==> src/include/uor_pkg.sv <==
// shared constants and carriers for the single-bank usb out endpoint receiver
// assumes one clock domain (mclk) and a link front end built from same-clock logic
package uor_pkg;
    localparam int UOR_MAX_PKT = 64;        // bank capacity in bytes
    localparam int UOR_FIFO_DEPTH = 4;      // receive buffer words
    localparam int UOR_DATA_W = 8;
    localparam int UOR_CNT_W = 7;           // holds 0..UOR_MAX_PKT
    localparam int UOR_PTR_W = 6;           // addresses the bank
    localparam logic [UOR_CNT_W-1:0] UOR_CNT_RST = 7'h00;
    localparam logic [UOR_PTR_W-1:0] UOR_PTR_RST = 6'h00;
    localparam logic [UOR_DATA_W-1:0] UOR_DATA_RST = 8'h00;

    typedef struct packed {
        logic [UOR_DATA_W-1:0] data;
        logic last;
    } uor_byte_s;

    typedef struct packed {
        logic valid;
        logic ack;
        logic nak;
    } uor_hs_s;

    localparam uor_hs_s UOR_HS_RST = '{valid: 1'b0, ack: 1'b0, nak: 1'b0};
endpackage

==> src/core/uor_out_ep.sv <==
// receive side of a single-bank usb out endpoint: bank store, handshake, firmware read port
// assumes the packet front end runs on mclk and starts a packet only after the last handshake
// What this block does
// - isochronous out never lands in single bank
// - busy bank answers non-iso out packet with nak
// - free bank stores payload and acks non-iso packets automatically
// - accepted payload sets the bank-full flag
// - interrupt pending while bank-full flag set
// - byte count field reports stored bytes
// - firmware reads payload through fifo data port
// - cleared flag makes bank accept next packet
`timescale 1ns/1ps
module uor_out_ep
    import uor_pkg::*;
#(
    parameter int MAX_PKT = UOR_MAX_PKT,
    parameter int FIFO_DEPTH = UOR_FIFO_DEPTH
) (
    input wire logic mclk,                                  // 40 MHz clock
    input wire logic rst,                                   // synchronous reset, active high
    input wire logic ce,                                    // clock enable, freezes all state
    input wire logic rx_start,                              // pulse: out data packet begins
    input wire logic rx_iso,                                // packet belongs to isochronous traffic
    input wire logic rx_valid,                              // payload byte offered
    input wire uor_pkg::uor_byte_s rx_in,                   // payload byte with end marker
    output logic rx_ready,                                  // byte taken when high with rx_valid
    output uor_pkg::uor_hs_s hs_out,                        // one-cycle handshake answer
    input wire logic ep_dual_bank,                          // endpoint configured for ping-pong
    input wire logic bank_clear,                            // firmware clears rx_bank0_full
    input wire logic fifo_rd,                               // firmware reads endpoint_fifo_data
    output logic rx_bank0_full,                             // bank holds an accepted payload
    output logic [uor_pkg::UOR_CNT_W-1:0] rx_byte_count,    // bytes held in the bank
    output logic [uor_pkg::UOR_DATA_W-1:0] endpoint_fifo_data, // byte returned by the last read
    output logic irq_pending,                               // endpoint interrupt request
    output logic iso_reject                                 // last packet was iso on a single bank
);
    import uor_pkg::*;

    typedef enum logic [1:0] {UOR_IDLE, UOR_STORE, UOR_DROP} uor_state_e;

    logic [UOR_DATA_W-1:0] bank [MAX_PKT];
    uor_state_e st_r, st_nxt;
    logic full_r, full_nxt;
    logic irq_r, irq_nxt;
    logic iso_r, iso_nxt;
    logic iso_rej_r, iso_rej_nxt;
    logic [UOR_CNT_W-1:0] cnt_r, cnt_nxt;
    logic [UOR_PTR_W-1:0] wp_r, wp_nxt, rp_r, rp_nxt;
    logic [UOR_DATA_W-1:0] dout_r, dout_nxt;
    uor_hs_s hs_r, hs_nxt;
    logic f_in_ready, f_out_valid, f_out_ready;
    uor_byte_s f_out;
    logic bank_wr;
    logic room;

    uor_fifo #(
        .WIDTH($bits(uor_byte_s)),
        .DEPTH(FIFO_DEPTH)
    ) u_rx_fifo (
        .mclk(mclk),
        .rst(rst),
        .ce(ce),
        .in_valid(rx_valid),
        .in_ready(f_in_ready),
        .in_data(rx_in),
        .out_valid(f_out_valid),
        .out_ready(f_out_ready),
        .out_data(f_out)
    );

    // the bank has one port; a firmware read wins and the drain stalls for that cycle
    assign f_out_ready = !fifo_rd && (st_r != UOR_IDLE);
    assign room = (cnt_r < UOR_CNT_W'(MAX_PKT));
    assign bank_wr = f_out_valid && f_out_ready && (st_r == UOR_STORE) && room;

    always_comb
    begin
        st_nxt = st_r;
        full_nxt = full_r;
        iso_nxt = iso_r;
        iso_rej_nxt = iso_rej_r;
        cnt_nxt = cnt_r;
        wp_nxt = wp_r;
        rp_nxt = rp_r;
        dout_nxt = dout_r;
        hs_nxt = UOR_HS_RST;
        case (st_r)
            UOR_IDLE:
            begin
                if (rx_start)
                begin
                    iso_nxt = rx_iso;
                    iso_rej_nxt = rx_iso && !ep_dual_bank;
                    wp_nxt = UOR_PTR_RST;
                    if (full_r || (rx_iso && !ep_dual_bank))
                    begin
                        st_nxt = UOR_DROP;
                    end
                    else
                    begin
                        st_nxt = UOR_STORE;
                        cnt_nxt = UOR_CNT_RST;
                    end
                end
            end
            UOR_STORE:
            begin
                if (f_out_valid && f_out_ready)
                begin
                    // bytes past the bank size are discarded, count saturates
                    if (room)
                    begin
                        wp_nxt = wp_r + 1'b1;
                        cnt_nxt = cnt_r + 1'b1;
                    end
                    if (f_out.last)
                    begin
                        st_nxt = UOR_IDLE;
                        full_nxt = 1'b1;
                        rp_nxt = UOR_PTR_RST;
                        hs_nxt.valid = !iso_r;
                        hs_nxt.ack = !iso_r;
                    end
                end
            end
            UOR_DROP:
            begin
                if (f_out_valid && f_out_ready && f_out.last)
                begin
                    st_nxt = UOR_IDLE;
                    // isochronous traffic never gets a handshake
                    hs_nxt.valid = !iso_r;
                    hs_nxt.nak = !iso_r;
                end
            end
            default:
            begin
                st_nxt = UOR_IDLE;
            end
        endcase
        if (fifo_rd)
        begin
            dout_nxt = bank[rp_r];
            rp_nxt = rp_r + 1'b1;
        end
        // set wins over a clear landing in the same cycle
        if (bank_clear && !(full_nxt && !full_r))
        begin
            full_nxt = 1'b0;
            rp_nxt = UOR_PTR_RST;
        end
        irq_nxt = full_nxt;
    end

    always_ff @(posedge mclk)
    begin
        if (rst)
        begin
            st_r <= UOR_IDLE;
            full_r <= 1'b0;
            irq_r <= 1'b0;
            iso_r <= 1'b0;
            iso_rej_r <= 1'b0;
            cnt_r <= UOR_CNT_RST;
            wp_r <= UOR_PTR_RST;
            rp_r <= UOR_PTR_RST;
            dout_r <= UOR_DATA_RST;
            hs_r <= UOR_HS_RST;
        end
        else if (ce)
        begin
            st_r <= st_nxt;
            full_r <= full_nxt;
            irq_r <= irq_nxt;
            iso_r <= iso_nxt;
            iso_rej_r <= iso_rej_nxt;
            cnt_r <= cnt_nxt;
            wp_r <= wp_nxt;
            rp_r <= rp_nxt;
            dout_r <= dout_nxt;
            hs_r <= hs_nxt;
        end
    end

    always_ff @(posedge mclk)
    begin
        if (ce && bank_wr)
        begin
            bank[wp_r] <= f_out.data;
        end
    end

    assign rx_ready = f_in_ready;
    assign hs_out = hs_r;
    assign rx_bank0_full = full_r;
    assign rx_byte_count = cnt_r;
    assign endpoint_fifo_data = dout_r;
    assign irq_pending = irq_r;
    assign iso_reject = iso_rej_r;
endmodule

==> src/core/uor_fifo.sv <==
// small synchronous fifo with valid/ready on both sides, registered flags
// assumes the filling side honours in_ready and the draining side honours out_valid
`timescale 1ns/1ps
module uor_fifo #(
    parameter int WIDTH = 9,
    parameter int DEPTH = 4
) (
    input wire logic mclk,                 // clock
    input wire logic rst,                  // synchronous reset, active high
    input wire logic ce,                   // clock enable
    input wire logic in_valid,             // producer offers a word
    output logic in_ready,                 // room for a word
    input wire logic [WIDTH-1:0] in_data,  // word written
    output logic out_valid,                // a word is held
    input wire logic out_ready,            // consumer takes the word
    output logic [WIDTH-1:0] out_data      // oldest word
);
    localparam int AW = (DEPTH > 1) ? $clog2(DEPTH) : 1;
    localparam logic [AW:0] FULL_CNT = (AW + 1)'(DEPTH);
    localparam logic [AW-1:0] LAST_IDX = AW'(DEPTH - 1);

    logic [WIDTH-1:0] mem [DEPTH];
    logic [AW-1:0] wp_r, wp_nxt, rp_r, rp_nxt;
    logic [AW:0] cnt_r, cnt_nxt;
    logic in_ready_r, in_ready_nxt, out_valid_r, out_valid_nxt;
    logic push, pop;

    assign push = in_valid && in_ready_r;
    assign pop = out_ready && out_valid_r;
    assign in_ready = in_ready_r;
    assign out_valid = out_valid_r;
    assign out_data = mem[rp_r];

    always_comb
    begin
        wp_nxt = wp_r;
        rp_nxt = rp_r;
        cnt_nxt = cnt_r;
        if (push)
        begin
            wp_nxt = (wp_r == LAST_IDX) ? '0 : wp_r + 1'b1;
        end
        if (pop)
        begin
            rp_nxt = (rp_r == LAST_IDX) ? '0 : rp_r + 1'b1;
        end
        if (push && !pop)
        begin
            cnt_nxt = cnt_r + 1'b1;
        end
        else if (pop && !push)
        begin
            cnt_nxt = cnt_r - 1'b1;
        end
        // flags come from the next count so they stay honest yet registered
        in_ready_nxt = (cnt_nxt != FULL_CNT);
        out_valid_nxt = (cnt_nxt != '0);
    end

    always_ff @(posedge mclk)
    begin
        if (rst)
        begin
            wp_r <= '0;
            rp_r <= '0;
            cnt_r <= '0;
            in_ready_r <= 1'b0;
            out_valid_r <= 1'b0;
        end
        else if (ce)
        begin
            wp_r <= wp_nxt;
            rp_r <= rp_nxt;
            cnt_r <= cnt_nxt;
            in_ready_r <= in_ready_nxt;
            out_valid_r <= out_valid_nxt;
        end
    end

    always_ff @(posedge mclk)
    begin
        if (ce && push)
        begin
            mem[wp_r] <= in_data;
        end
    end
endmodule

==> config.mk <==
export PLATFORM = sky130hd
export DESIGN_NAME = uor_out_ep
export DESIGN_NICKNAME = d
export VERILOG_FILES = /design/src/include/uor_pkg.sv /design/src/core/uor_out_ep.sv /design/src/core/uor_fifo.sv
export SDC_FILE = /design/constraint.sdc
export NUM_CORES = 1
export LEC_CHECK = 0
export ABC_AREA = 0
export BUFFER_PORTS_ARGS = -buffer_cell sky130_fd_sc_hd__buf_4
export CAP_MARGIN = 20
export CORE_ASPECT_RATIO = 0.6
export CORE_MARGIN = 2
export CORE_UTILIZATION = 30
export DETAILED_ROUTE_END_ITERATION = 16
export GPL_ROUTABILITY_DRIVEN = 1
export PLACE_DENSITY_LB_ADDON = 0.2
export SETUP_SLACK_MARGIN = 0.15
export SLEW_MARGIN = 5
export SYNTH_ARGS = -nofsm -noshare
export SYNTH_HDL_FRONTEND = slang
export SYNTH_SLANG_ARGS = --single-unit
export TNS_END_PERCENT = 100
==> constraint.sdc <==
create_clock -name mclk -period 3.6 [get_ports mclk]
set_input_delay 0.18 -clock mclk [delete_from_list [all_inputs] [get_ports mclk]]
set_output_delay 0.18 -clock mclk [all_outputs]
set_load 0.02 [all_outputs]
==> out/summary.md <==
The flow ran to the end, and the final reports show no timing, DRC or antenna violations. In the post-synthesis netlist, the biggest area contributors are sky130_fd_sc_hd__edfxtp_1, sky130_fd_sc_hd__mux4_2, sky130_fd_sc_hd__dfxtp_1. Summed over all nets, the half-perimeter wirelength after detailed placement is 37.3 mm. Once the clock tree was built, the setup fixing pass inserted 0 buffers. For the floorplan row count, the log shows 79. The number of DRC violations after detailed routing was 0.

The run gives 12300 as the number of global-route vias before repair. The synthesized netlist occupies a cell area of 23400 um2. The count of buffer and inverter cells on the critical path came out at 3. In this run, synthesis produced a sequential element count of 594. The worst register-to-register path begins at st_r[0]. Entering global routing, the biggest net connects 76 pins. From synthesis to final layout, the design area changed by 17.2%. The share of total power dissipated in sequential elements is 54.4%. The number of nets in the synthesized netlist is 1353.

The kind of cell with the highest combined delay along the critical path is buffers and inverters. The via count was 12500. The leakage power total was 8.52 nW; the effective utilization at floorplan was 30.3%.

For the final-report max-slew violation count, the log shows 0. Element type at the critical path start: a flop. For hold timing, the worst endpoint is iso_reject.

For this design, the slowest cell found on the critical path is sky130_fd_sc_hd__nor3b_2. The logs give 0 for the final setup violation count and 0.412 mV for the maximum vdd drop. The pin slew with the least headroom to its limit came out at 996 ps.

The endpoint of the worst-slack reg-to-reg timing path is rp_r[1]. The data arrival time of the critical path was 3770 ps. The logs give 3.2% for the combinational share of power and 31.9% for the worst max-slew margin expressed relative to the limit. The relative contribution of the clock network to total power was 42.4%. The number of distinct library cell variants in the gate-level netlist after synthesis is 59. For this run the aggregate overflow at the end of global routing stands at 0.

After floorplanning, the core was sized to cover 77400 um2. The die is 221 um tall. On the final layout, the worst clock skew is 23.1 ps.

Summing the sequential cell areas from Yosys gives 74.1% of the chip area. The most frequently used cell type in the post-synthesis netlist is sky130_fd_sc_hd__edfxtp_1. The worst register-to-register path has a depth of 9. The synthesized design spends more area on one cell type than any other, namely sky130_fd_sc_hd__edfxtp_1.

The clock sink count is 594. A synthesized cell averages 17.7 um2. The number of enable-type register cells in the synthesized netlist works out to 548. By count the netlist is led by sky130_fd_sc_hd__edfxtp_1, sky130_fd_sc_hd__nor2_1, sky130_fd_sc_hd__mux4_2. The floorplan step defined a die boundary enclosing 80500 um2. Traced cell by cell, the critical path runs through inv_1 > ha_1 > nor3b_2 > nand3_1 > o21ai_0 > nand4_1 > dlygate4sd3_1 > a21oi_1 > dlygate4sd3_1.

In the synthesized netlist the async set-or-reset flop fraction comes to 0%. For the hold violation total from the final report, the log shows 0. Counting stages on the worst path, the most repeated cell is sky130_fd_sc_hd__dlygate4sd3_1. The cell sitting at the root of the clock tree is a sky130_fd_sc_hd__clkbuf_16.

The clock passes through at most 3 buffers. For the number of antenna violations at the first check in global routing, the log shows 1. The required time of the worst setup path was 4140 ps. The number of primary I/O pins came out at 40.

Counting the buffers created by CTS gives 55. Dividing the detail-routed wire length by the instance count gives 23.3 um. TritonCTS built the clock tree. Setup repair after global routing left no endpoint under its margin. Max-cap violations in this run came to 0.

The worst hold path was traced through 4 stages. The type of destination of the critical path is a flop. Routability-driven placement finished with a final weighted congestion of 0.809. Total power for the finished layout comes to 13.8 mW.

The wire length of the first global-routing pass was 86.2 mm; the overall track demand over capacity in global routing was 14.7%. The leading register cell type out of synthesis is sky130_fd_sc_hd__edfxtp_1. The largest single stage delay on the critical path is 600 ps. The area share of the largest cell type after synthesis was 70.2%; the final core area utilization was 35.5%. Clock-pin slew was measured on the worst setup and hold paths at 70 ps. The switching share of power came out at 20.8%.

The tools report the beginning of the worst hold path as ep_dual_bank. The total negative slack is 0 ps. The number of search-and-repair iterations in the first detailed-routing pass is 7, and the maximum clock frequency is 310 MHz. The tools report the Yosys warning count as 0. The class of the tightest hold or removal check is in2reg. The net count of the finished layout is 1486.

The tools report the latest clock arrival within the worst-skew pair as 600 ps. The synthesized instance count was 1322; the fraction of final layout cells sized beyond drive strength 1 was 22.8%. Power spread over the standard cell area amounts to 504 nW/um2. The critical-path maximum fanout came out at 10. The category of the most critical setup path is reg2reg. Using the TritonRoute via totals, the vias-per-cell ratio works out to 4.90. Number of buffers added on ports: 39. The H-tree was split into 2 levels. The detail route stage leaves a number of antenna-violating nets equal to 0. The minimum setup slack among reg-to-reg paths was 380 ps; the portion of the clock cycle consumed by the worst path in the final layout was 89.6%.

The total net switching power came out at 2.88 mW. Counting I/O delays and the setup requirement, the final critical path takes 3220 ps. For this block, the routed nets add up to 59.4 mm of wire. The logs give 10.9 mW for the total internal power and 1238 for the detailed router's first-iteration violation count. In this run the horizontal extent of the chip is 365 um.
## state kept, by name, summed over array words and instances, names as in the netlist, named ones only
name / flops
iso_reject: 1
wp_r: 6
bank: 512
st_r: 2
hs_out: 3
u_rx_fifo.wp_r: 2
u_rx_fifo.in_ready: 1
irq_pending: 1
u_rx_fifo.cnt_r: 3
u_rx_fifo.mem: 36
u_rx_fifo.rp_r: 2
endpoint_fifo_data: 8
rx_byte_count: 7
rp_r: 6
iso_r: 1
u_rx_fifo.out_valid: 1
## power by group through the flow
| stage | Sequential [mW] | Clock, mW | Combinational, mW |
|---|---|---|---|
| global route | 7.53 | 6.30 | 0.472 |
| finish | 7.53 | 5.86 | 0.439 |
| CTS | 7.53 | 6.01 | 0.442 |
| floorplan | 7.66 | 0 | 0.257 |
| global placement | 7.68 | 0 | 0.423 |
| detailed placement | 7.68 | 0 | 0.427 |
## worst max-delay path by stage
| stage | to | slack (ps) | cells after the start | startpoint |
|---|---|---|---|---|
| 2_1_floorplan | bank[63][0] | 850 | 7 | st_r[0] |
| 3_5_place_dp | bank[40][7] | 470 | 7 | st_r[0] |
| 4_1_cts | rp_r[1] | 340 | 9 | st_r[0] |
| 5_1_grt | rp_r[1] | 190 | 9 | st_r[0] |
| 6_report | rp_r[1] | 380 | 9 | st_r[0] |
| 3_3_place_gp | bank[40][2] | 500 | 7 | st_r[0] |
## stage by stage
step / cell area [um2] / worst slack [ps] / instances / hold slack (ps)
floorplan: 23400 / 847 / 1322 / 279
global placement: 25500 / 500 / 2432 / 379
detailed placement: 25500 / 470 / 2433 / 383
CTS: 27500 / 337 / 2551 / 41.7
global route: 27500 / 193 / 2551 / 70.5
finish: 27500 / 375 / 2552 / 88.1
## cell usage in the layout (no fill, tap or decap), types with 3 or more instances in the layout
cell type                         n
sky130_fd_sc_hd__nor3_1          23
sky130_fd_sc_hd__mux2_2          32
sky130_fd_sc_hd__xor2_1          12
sky130_fd_sc_hd__clkbuf_1         8
sky130_fd_sc_hd__nand2_1         38
sky130_fd_sc_hd__or3_1            4
sky130_fd_sc_hd__clkinv_2        14
sky130_fd_sc_hd__bufinv_16        6
sky130_fd_sc_hd__a21oi_1         11
sky130_fd_sc_hd__buf_4          131
sky130_fd_sc_hd__a22oi_1         33
sky130_fd_sc_hd__nand3_1         13
sky130_fd_sc_hd__nand3b_1        11
sky130_fd_sc_hd__and3_1           8
sky130_fd_sc_hd__edfxtp_1       548
sky130_fd_sc_hd__mux4_2          73
sky130_fd_sc_hd__and2_1           5
sky130_fd_sc_hd__dfxtp_1         44
sky130_fd_sc_hd__nand4_1          6
sky130_fd_sc_hd__mux2i_1         70
sky130_fd_sc_hd__dlygate4sd3_1   18
sky130_fd_sc_hd__a2111oi_1        6
sky130_fd_sc_hd__o221ai_1         8
sky130_fd_sc_hd__clkinvlp_4       4
sky130_fd_sc_hd__clkbuf_16       56
sky130_fd_sc_hd__buf_12           6
sky130_fd_sc_hd__a211oi_1        34
sky130_fd_sc_hd__o21ai_0          5
sky130_fd_sc_hd__o211ai_1         3
sky130_fd_sc_hd__nor2_1         101
sky130_fd_sc_hd__inv_1           10
sky130_fd_sc_hd__nor2b_1         37
sky130_fd_sc_hd__clkinv_1         9
sky130_fd_sc_hd__ha_1            13
sky130_fd_sc_hd__a2111oi_0       26
sky130_fd_sc_hd__a22o_1          16
sky130_fd_sc_hd__o22ai_1         17
sky130_fd_sc_hd__o2111ai_1        3
## metal layers
metal / share of wire [%] / up-vias / GRT usage (%)
li1: - / 5579 / -
met1: 51 / 6496 / 23.7
met2: 40 / 364 / 19.7
met3: 7.3 / 69 / 3.63
met4: 1.3 / 0 / 2.33
met5: 0 / - / 0
## worst min-delay path: cells and delay by family
kind                   cells  cell delay [ps]
multiplexers               1               70
buffers and inverters      1              100
AND/OR/NAND/NOR            2              290
## repair_timing
item / CTS / global route
hold buffers: 18 / 0
endpoints found under the setup margin: 0 / 1
hold endpoints to repair: 55 / 0
resized for setup: 0 / 1
## area by class of cell
class,instances,area [um2]
Inverter,10,37.5
Clock buffer,64,1430
Multi-Input combinational cell,639,5660
Sequential cell,594,17400
Timing Repair Buffer,155,1280
Fill cell,7297,49900
Clock inverter,36,348
Tap cell,1053,1320
Antenna cell,1,2.50
## kinds of logic after synthesis
logic type	share of synthesized area, %
AO/OA/AOI/OAI	5.77
AND/OR/NAND/NOR	5.54
flip-flops	74.1
XOR/XNOR	0.523
multiplexers	11.5
adder cells (fa/ha/maj)	0.694
buffers and inverters	1.83
Note: power is estimated with default switching activity, not from simulation.
